[src/core/status_agg_pkg.sv]
package status_agg_pkg;
  // Command codes served by this block
  localparam logic [7:0] CMD_FAULT_SUMMARY = 8'hDB;
  localparam logic [7:0] CMD_PHASE_FAULT_MAP = 8'hDC;
  localparam logic [7:0] CMD_POWER_GOOD_SETUP = 8'hE3;
  // PHASE value that addresses every stacked phase
  localparam logic [7:0] PHASE_ALL = 8'hFF;
  // Stack size and answer sizes in bytes
  localparam int NUM_PHASES = 4;
  localparam logic [2:0] LEN_FAULT_SUMMARY = 3'h7;
  localparam logic [2:0] LEN_WORD = 3'h2;
  localparam logic [2:0] LEN_NONE = 3'h0;
  // Byte lanes of the fault summary block, least significant first
  localparam int LANE_VOUT = 0;
  localparam int LANE_IOUT = 8;
  localparam int LANE_INPUT = 16;
  localparam int LANE_TEMP = 24;
  localparam int LANE_CML = 32;
  localparam int LANE_OTHER = 40;
  localparam int LANE_MFR = 48;
  // Invalid command flag position inside the CML status byte
  localparam int INVALID_COMMAND_FLAG_BIT = 7;
  // Reset values
  localparam logic [15:0] PHASE_MAP_RESET = 16'h0000;
  localparam logic [15:0] PG_SETUP_RESET = 16'h0000;
  localparam logic [55:0] RD_DATA_RESET = 56'h0;
  // Transaction kinds reported by the protocol engine
  typedef enum logic [1:0] {
    XFER_BYTE = 2'b00,
    XFER_WORD = 2'b01,
    XFER_BLOCK = 2'b10,
    XFER_SEND = 2'b11
  } xfer_kind_t;
endpackage : status_agg_pkg

[src/core/pmbus_status_aggregation.sv]
`timescale 1ns/1ns
module pmbus_status_aggregation #(
  parameter logic [15:0] PG_SETUP_DEFAULT = status_agg_pkg::PG_SETUP_RESET
) (
  input wire logic i_mclk,
  input wire logic i_reset_n,
  input wire logic i_wr_req,
  input wire logic i_rd_req,
  input wire logic [7:0] i_cmd,
  input wire status_agg_pkg::xfer_kind_t i_kind,
  input wire logic [15:0] i_wr_data,
  input wire logic [7:0] i_phase,
  input wire logic [7:0] i_status_vout,
  input wire logic [7:0] i_status_iout,
  input wire logic [7:0] i_status_input,
  input wire logic [7:0] i_status_temp,
  input wire logic [7:0] i_status_cml,
  input wire logic [7:0] i_status_other,
  input wire logic [7:0] i_status_mfr,
  input wire logic [status_agg_pkg::NUM_PHASES-1:0] i_phase_fault_evt,
  input wire logic [status_agg_pkg::NUM_PHASES-1:0] i_phase_status_any,
  input wire logic [status_agg_pkg::NUM_PHASES-1:0] i_phase_enabled,
  input wire logic i_conversion_en,
  input wire logic i_clear_faults,
  input wire logic i_smbalert,
  output logic o_rd_valid,
  output logic o_rd_hit,
  output logic [2:0] o_rd_len,
  output logic [55:0] o_rd_data,
  output logic o_invalid_command_flag,
  output logic o_cml_summary,
  output logic [15:0] o_power_good_setup,
  output logic o_smbalert,
  output logic o_smbalert_oe_n
);
  import status_agg_pkg::*;

  // Registered outputs
  logic rd_valid_ff;
  logic rd_hit_ff;
  logic [2:0] rd_len_ff;
  logic [55:0] rd_data_ff;
  logic ivc_ff; // Sticky invalid command flag
  logic [15:0] pg_setup_ff; // Power-good setup word
  logic alert_oe_n_ff; // Low while the alert line is pulled
  localparam logic [2:0] ALERT_SYNC_IDLE = 3'h7; // Pulled-up line idles high
  logic [2:0] alert_sync_ff; // Alert wire through three flops
  logic alert_level_ff; // Alert level once the last two flops agree
  logic nxt_ivc;
  logic [55:0] nxt_rd_data;
  logic [2:0] nxt_rd_len;
  logic nxt_rd_hit;

  // Command decode
  wire hit_sum = (i_cmd == CMD_FAULT_SUMMARY);
  wire hit_map = (i_cmd == CMD_PHASE_FAULT_MAP);
  wire hit_pg = (i_cmd == CMD_POWER_GOOD_SETUP);
  wire is_word = (i_kind == XFER_WORD);
  wire is_block = (i_kind == XFER_BLOCK);

  // Any write aimed at the summary is refused outright
  wire bad_sum_wr = i_wr_req && hit_sum;
  // Summary answers a block read only
  wire bad_sum_rd = i_rd_req && hit_sum && !is_block;
  // Phase map answers words only
  wire bad_map = (i_wr_req || i_rd_req) && hit_map && !is_word;
  // Locked power-good write, or power-good read or write that is not a word
  wire bad_pg = (i_wr_req || i_rd_req) && hit_pg && (!is_word || (i_wr_req && i_conversion_en));
  wire raise_ivc = bad_sum_wr || bad_sum_rd || bad_map || bad_pg;

  // Phase selection decode; numbers outside the stack select nothing
  wire sel_all = (i_phase == PHASE_ALL);
  wire sel_in_range = (i_phase < 8'(NUM_PHASES));
  wire [1:0] sel_idx = i_phase[1:0];

  // Writes of ones to the map clear history; single-phase uses bit 0
  wire map_wr = i_wr_req && hit_map && is_word;
  wire [NUM_PHASES-1:0] sel_onehot = NUM_PHASES'(1) << sel_idx;
  wire [NUM_PHASES-1:0] map_clr = !map_wr ? '0 :
    sel_all ? i_wr_data[NUM_PHASES-1:0] :
    (sel_in_range && i_wr_data[0]) ? sel_onehot : '0;
  wire [NUM_PHASES-1:0] fault_map;

  // CML byte as seen by the host includes our own invalid flag
  wire [7:0] cml_view = i_status_cml | (8'(ivc_ff) << INVALID_COMMAND_FLAG_BIT);

  // Word returned by the phase fault map
  wire single_any = sel_in_range && i_phase_status_any[sel_idx] && i_phase_enabled[sel_idx];
  wire [15:0] map_word = sel_all ? 16'(fault_map) : 16'(single_any);

  // Seven status bytes, least significant lane first
  wire [55:0] sum_block = {i_status_mfr, i_status_other, cml_view, i_status_temp,
    i_status_input, i_status_iout, i_status_vout};

  phase_fault_tracker #(
    .PHASES(NUM_PHASES)
  ) u_tracker (
    .i_mclk(i_mclk),
    .i_reset_n(i_reset_n),
    .i_fault_evt(i_phase_fault_evt),
    .i_clear_mask(map_clr),
    .i_phase_enabled(i_phase_enabled),
    .o_fault_map(fault_map)
  );

  // Read answer selection
  always_comb begin
    nxt_rd_data = RD_DATA_RESET;
    nxt_rd_len = LEN_NONE;
    nxt_rd_hit = 1'b0;
    if (hit_sum && is_block) begin
      nxt_rd_data = sum_block;
      nxt_rd_len = LEN_FAULT_SUMMARY;
      nxt_rd_hit = 1'b1;
    end else if (hit_map && is_word) begin
      nxt_rd_data = 56'(map_word);
      nxt_rd_len = LEN_WORD;
      nxt_rd_hit = 1'b1;
    end else if (hit_pg && is_word) begin
      nxt_rd_data = 56'(pg_setup_ff);
      nxt_rd_len = LEN_WORD;
      nxt_rd_hit = 1'b1;
    end
  end

  // Flag set wins over a clear in the same cycle; a summary write never clears
  assign nxt_ivc = raise_ivc || (ivc_ff && !i_clear_faults);

  // Read answer registers, one cycle after the request
  always_ff @(posedge i_mclk) begin
    if (!i_reset_n) begin
      rd_valid_ff <= 1'b0;
      rd_hit_ff <= 1'b0;
      rd_len_ff <= LEN_NONE;
      rd_data_ff <= RD_DATA_RESET;
    end else begin
      rd_valid_ff <= i_rd_req;
      rd_hit_ff <= i_rd_req && nxt_rd_hit;
      rd_len_ff <= i_rd_req ? nxt_rd_len : LEN_NONE;
      rd_data_ff <= i_rd_req ? nxt_rd_data : RD_DATA_RESET;
    end
  end

  // Flag, alert and stored configuration
  always_ff @(posedge i_mclk) begin
    if (!i_reset_n) begin
      ivc_ff <= 1'b0;
      alert_oe_n_ff <= 1'b1;
      pg_setup_ff <= PG_SETUP_DEFAULT;
    end else begin
      ivc_ff <= nxt_ivc;
      // Line pulled low while the flag stands, released on clear
      alert_oe_n_ff <= !nxt_ivc;
      if (i_wr_req && hit_pg && is_word && !i_conversion_en) begin
        pg_setup_ff <= i_wr_data;
      end
    end
  end

  // Alert wire is a pin from outside our clock; a change counts once two flops agree
  // Idle-high reset avoids a false falling edge right after reset
  always_ff @(posedge i_mclk) begin
    if (!i_reset_n) begin
      alert_sync_ff <= ALERT_SYNC_IDLE;
      alert_level_ff <= 1'b1;
    end else begin
      alert_sync_ff <= {alert_sync_ff[1:0], i_smbalert};
      if (alert_sync_ff[1] == alert_sync_ff[2]) begin
        alert_level_ff <= alert_sync_ff[2];
      end
    end
  end

  assign o_rd_valid = rd_valid_ff;
  assign o_rd_hit = rd_hit_ff;
  assign o_rd_len = rd_len_ff;
  assign o_rd_data = rd_data_ff;
  assign o_invalid_command_flag = ivc_ff;
  // CML bit of the status byte reflects our own invalid command flag
  assign o_cml_summary = ivc_ff;
  assign o_power_good_setup = pg_setup_ff;
  // Open-drain: only ever drives low
  assign o_smbalert = 1'b0;
  assign o_smbalert_oe_n = alert_oe_n_ff;

  a_sum_write_flag: assert property (@(posedge i_mclk) disable iff (!i_reset_n)
    (i_wr_req && hit_sum) |=> (ivc_ff && !alert_oe_n_ff))
    else $error("summary write not flagged");
  a_alert_follows: assert property (@(posedge i_mclk) disable iff (!i_reset_n)
    ivc_ff == !alert_oe_n_ff)
    else $error("alert disagrees with flag");
  a_sum_no_clear: assert property (@(posedge i_mclk) disable iff (!i_reset_n)
    (ivc_ff && !i_clear_faults) |=> ivc_ff)
    else $error("flag dropped without clear");
  a_sum_read: assert property (@(posedge i_mclk) disable iff (!i_reset_n)
    (i_rd_req && hit_sum && is_block) |=> (o_rd_len == LEN_FAULT_SUMMARY
    && o_rd_data[LANE_VOUT +: 8] == $past(i_status_vout)
    && o_rd_data[LANE_MFR +: 8] == $past(i_status_mfr)))
    else $error("summary block wrong");
  a_sum_block_only: assert property (@(posedge i_mclk) disable iff (!i_reset_n)
    (i_rd_req && hit_sum && !is_block) |=> (!o_rd_hit && ivc_ff))
    else $error("summary answered non-block read");
  a_map_upper_zero: assert property (@(posedge i_mclk) disable iff (!i_reset_n)
    (i_rd_req && hit_map && is_word) |=> (o_rd_data[55:NUM_PHASES] == '0
    && o_rd_len == LEN_WORD))
    else $error("phase map upper bits set");
  a_map_unused_zero: assert property (@(posedge i_mclk) disable iff (!i_reset_n)
    (i_rd_req && hit_map && is_word && sel_all) |=>
    ((o_rd_data[NUM_PHASES-1:0] & ~$past(i_phase_enabled)) == '0))
    else $error("disabled phase reads one");
  a_single_phase: assert property (@(posedge i_mclk) disable iff (!i_reset_n)
    (i_rd_req && hit_map && is_word && !sel_all) |=>
    (o_rd_data[0] == $past(single_any) && o_rd_data[55:1] == '0))
    else $error("single phase word wrong");
  a_pg_locked: assert property (@(posedge i_mclk) disable iff (!i_reset_n)
    (i_wr_req && hit_pg && i_conversion_en) |=>
    (pg_setup_ff == $past(pg_setup_ff) && ivc_ff))
    else $error("locked setup changed");
  a_pg_write: assert property (@(posedge i_mclk) disable iff (!i_reset_n)
    (i_wr_req && hit_pg && is_word && !i_conversion_en) |=>
    pg_setup_ff == $past(i_wr_data))
    else $error("setup write lost");

  c_sum_read: cover property (@(posedge i_mclk) i_rd_req && hit_sum && is_block);
  c_map_all: cover property (@(posedge i_mclk) i_rd_req && hit_map && sel_all && |fault_map);
  c_pg_locked: cover property (@(posedge i_mclk) i_wr_req && hit_pg && i_conversion_en);
  c_alert_seen: cover property (@(posedge i_mclk) !alert_oe_n_ff && !alert_level_ff);
endmodule : pmbus_status_aggregation

[src/core/phase_fault_tracker.sv]
`timescale 1ns/1ns
// Sticky per-phase fault history; unused phases always read zero
module phase_fault_tracker #(
  parameter int PHASES = 4
) (
  input wire logic i_mclk,
  input wire logic i_reset_n,
  input wire logic [PHASES-1:0] i_fault_evt,
  input wire logic [PHASES-1:0] i_clear_mask,
  input wire logic [PHASES-1:0] i_phase_enabled,
  output logic [PHASES-1:0] o_fault_map
);
  import status_agg_pkg::*;

  logic [PHASES-1:0] history_ff; // Fault seen since last clear
  logic [PHASES-1:0] nxt_history;

  // Set wins over a clear landing in the same cycle
  assign nxt_history = (history_ff & ~i_clear_mask) | i_fault_evt;
  // Unassigned or disabled phases are forced to zero
  assign o_fault_map = history_ff & i_phase_enabled;

  // History register, cleared by reset
  always_ff @(posedge i_mclk) begin
    if (!i_reset_n) begin
      history_ff <= PHASE_MAP_RESET[PHASES-1:0];
    end else begin
      history_ff <= nxt_history;
    end
  end

  a_set_wins: assert property (@(posedge i_mclk) disable iff (!i_reset_n)
    |i_fault_evt |=> ((history_ff & $past(i_fault_evt)) == $past(i_fault_evt)))
    else $error("phase fault event lost");
endmodule : phase_fault_tracker

[config.mk]
export PLATFORM = sky130hd
export DESIGN_NAME = pmbus_status_aggregation
export DESIGN_NICKNAME = d
export VERILOG_FILES = /design/src/core/status_agg_pkg.sv /design/src/core/pmbus_status_aggregation.sv /design/src/core/phase_fault_tracker.sv
export SDC_FILE = /design/constraint.sdc
export NUM_CORES = 1
export LEC_CHECK = 0
export BUFFER_PORTS_ARGS = -buffer_cell sky130_fd_sc_hd__buf_2
export CAP_MARGIN = 25
export CORE_MARGIN = 10
export CORE_UTILIZATION = 40
export CTS_BUF_LIST = sky130_fd_sc_hd__clkbuf_2
export DETAILED_ROUTE_END_ITERATION = 7
export PLACE_DENSITY = 0.78
export SLEW_MARGIN = 25
export SYNTH_ARGS = -nofsm -noshare
export SYNTH_HDL_FRONTEND = slang
export SYNTH_SLANG_ARGS = --single-unit
export TNS_END_PERCENT = 1
[constraint.sdc]
create_clock -name i_mclk -period 2.9 [get_ports i_mclk]
set_input_delay 0.58 -clock i_mclk [delete_from_list [all_inputs] [get_ports i_mclk]]
set_output_delay 0.58 -clock i_mclk [all_outputs]
set_load 0.005 [all_outputs]
==> summary.txt <==
Cells resized by post-CTS repair - 0
Final hold vios - 0
Average routed wire per standard cell - 17.4 um
Normalized max-slew margin - 60.4%
Tcrit/Tclk final - 58.6%
YS warnings - 0
Overall Power - 2.06 mW
Post-Route Utilization - 59.1%
Status - completed
Final instance area - 4080 um2
Final-report max-slew violation count - 0
Via count - 2887
Period minus WS final - 1700 ps
Worst path arrival time - 1120 ps
Most frequent cells in the layout - buf_2, dfxtp_1, and2_1
Xor/xnor share of the synthesized area - 0%
Setup_tns - 0 ps
Sequential fraction of the synthesis area - 56.6%
DIE AREA - 11100 um2
Clk root buf - clkbuf_2
Final hold slack - 210 ps
Setup CP Type - reg -> out
Async SR Flop Fraction - 0%
Largest net degree at the start of global routing - 50
Synth Area in Simple Gates - 21.0%
Drt total wl - 10100 um
Gr ovfl total - 0
Post-Synth Adder-Cell Area - 0%
Fraction of layout cells with a size suffix above 1 - 43.9%
H-tree Lvls - 3
Slowest stage delay, CP - 430 ps
Residual DRC - 0
Placer Congestion - 0.875
Slowest stage cell on the critical path - dfxtp_1
Synth Area in Compound Gates - 17.8%
Antenna cell count - 0
Nets - 587
Leak pwr - 2.03 nW
Least-Margin Pin Slew - 595 ps
WP data required - 2320 ps
Syn Nets - 403
Worst Hold Class - in -> reg
Main synth FF type - dfxtp_1
CP Cell Sequence - buf_2
Final setup skew - 21.9 ps
Worst setup EP type - primary output
VDD IR-drop max - 0.178 mV
Post-DR vias/cell - 4.99
Crit-path leading delay family - flip-flops
Yosys reg bits - 82
Clock latency on the worst-skew pair - 540 ps
Crit path buf inv count - 1
Synth Cell Area - 2900 um2
Max Cap Violations - 0
# port buffers - 187
Pre-CTS WS - 684 ps
Gr usage total - 17.7%
Post-synthesis mux area share - 0%
Postcts setup bufs - 0
Final setup violating endpoints - 0
Most common cell after layout, fill and taps aside - buf_2
Max Fclk - 589 MHz
CTS sink count - 82
Number of fill cells in the layout - 671
Synth Area per Inst - 9.87 um2
Reg clk slew, reported paths - 240 ps
Starting Density - 42.0%
I/O pins - 190
Core area - 6910 um2
Initial antenna violation count - 0
Routed Antenna Nets - 0
Main combinational cell family by area after synthesis - simple AND/OR/NAND/NOR gates
Synthesis-to-layout area growth - 40.7%
Fin cells - 579
FP Rows - 30
RSZ-0062 raised after global routing - no
Placed insts - 563
TritonCTS clock tree - built
DIE WIDTH - 105 um
Post-synth cell types - 46
Die Ht - 105 um
Post-DP HPWL - 8090 um
Kind of start point of the critical path - flop
Power Dens Cells - 503 nW/um2
CTS Hold Bufs - 0
CTS buffer count - 9
First-pass GRT wire length - 15700 um
DRT iter0 DRCs - 134
Crit-path max FO - 4
Clk buf depth - 2
Post-place instance area - 3920 um2
Mapped Cells - 294
Final setup margin - 1200 ps
Post-synth EDFFs - 0
Vias in the first global route - 2889
DR pass1 iterations - 4
## Yosys cell counts (2+ instances only)
cell	instances	share of area [%]
inv_1	9	1.2
o21ai_0	21	3.6
a21oi_1	25	4.3
clkbuf_1	9	1.2
buf_4	3	0.78
o32ai_1	2	0.60
or3_1	2	0.43
nor4_1	2	0.43
nor3_1	6	1.0
nand4_1	2	0.43
a22o_1	12	3.6
and3_1	2	0.43
and2_1	39	8.4
nor2b_1	2	0.43
o221a_1	4	1.6
buf_2	5	0.86
nor2_1	6	0.78
nand3_1	21	3.6
nand2_1	13	1.7
dfxtp_1	82	57
nand2b_1	2	0.43
## worst register-to-register path, cell delays in order, from the launching register on
cell     delay, ps
dfxtp_1        370
a32oi_1        220
o32ai_2        110
o221a_1        210
## path summary, 6_finish.rpt
check / cells past startpoint / slack (ps) / end / start
setup / recovery: 1 / 1200 / o_invalid_command_flag / o_cml_summary
hold / removal: 2 / 210 / o_rd_data[16] / i_status_input[0]
setup reg to reg: 3 / 1910 / o_rd_data[0] / o_power_good_setup[0]
hold reg to reg: 1 / 510 / o_rd_data[5] / o_power_good_setup[5]
## layer usage
metal	vias up	wire length (um)	track usage, %
met5	-	0	0
met2	148	4780	28.9
li1	1403	-	-
met3	15	1040	7.43
met1	1321	4060	19.8
met4	0	181	7.16
## kinds of logic (layout without fill, tap and decap cells)
| logic type | after synthesis | after routing |
|---|---|---|
| other cells | 1 | 1 |
| buf+inv | 28 | 217 |
| simple gates | 106 | 106 |
| compound gates | 77 | 77 |
| flops | 82 | 82 |
## where the power goes
group,leakage [nW],internal (mW),switching (mW)
clock network,0.0931,0.379,0.414
logic,1.28,0.0646,0.0610
registers,0.662,1.13,0.00221
## flip-flops by register name (all words and copies together), names as in the netlist
| register | flops |
|---|---|
| o_rd_data | 56 |
| o_power_good_setup | 16 |
| u_tracker.history_ff | 4 |
| o_rd_len | 2 |
| o_cml_summary | 1 |
| o_rd_hit | 1 |
| o_rd_valid | 1 |
| o_smbalert_oe_n | 1 |
## final cells by class
| class | instances | area (um2) | area share (%) |
|---|---|---|---|
| clock inverter | 7 | 124 | 3.03 |
| multi-input combinational | 184 | 1140 | 27.8 |
| inverter | 10 | 37.5 | 0.919 |
| tap | 96 | 120 | 2.94 |
| sequential | 82 | 1640 | 40.2 |
| timing repair buffer | 191 | 978 | 24.0 |
| clock buffer | 9 | 45.0 | 1.10 |
Note: power is estimated with default switching activity, not from simulation.
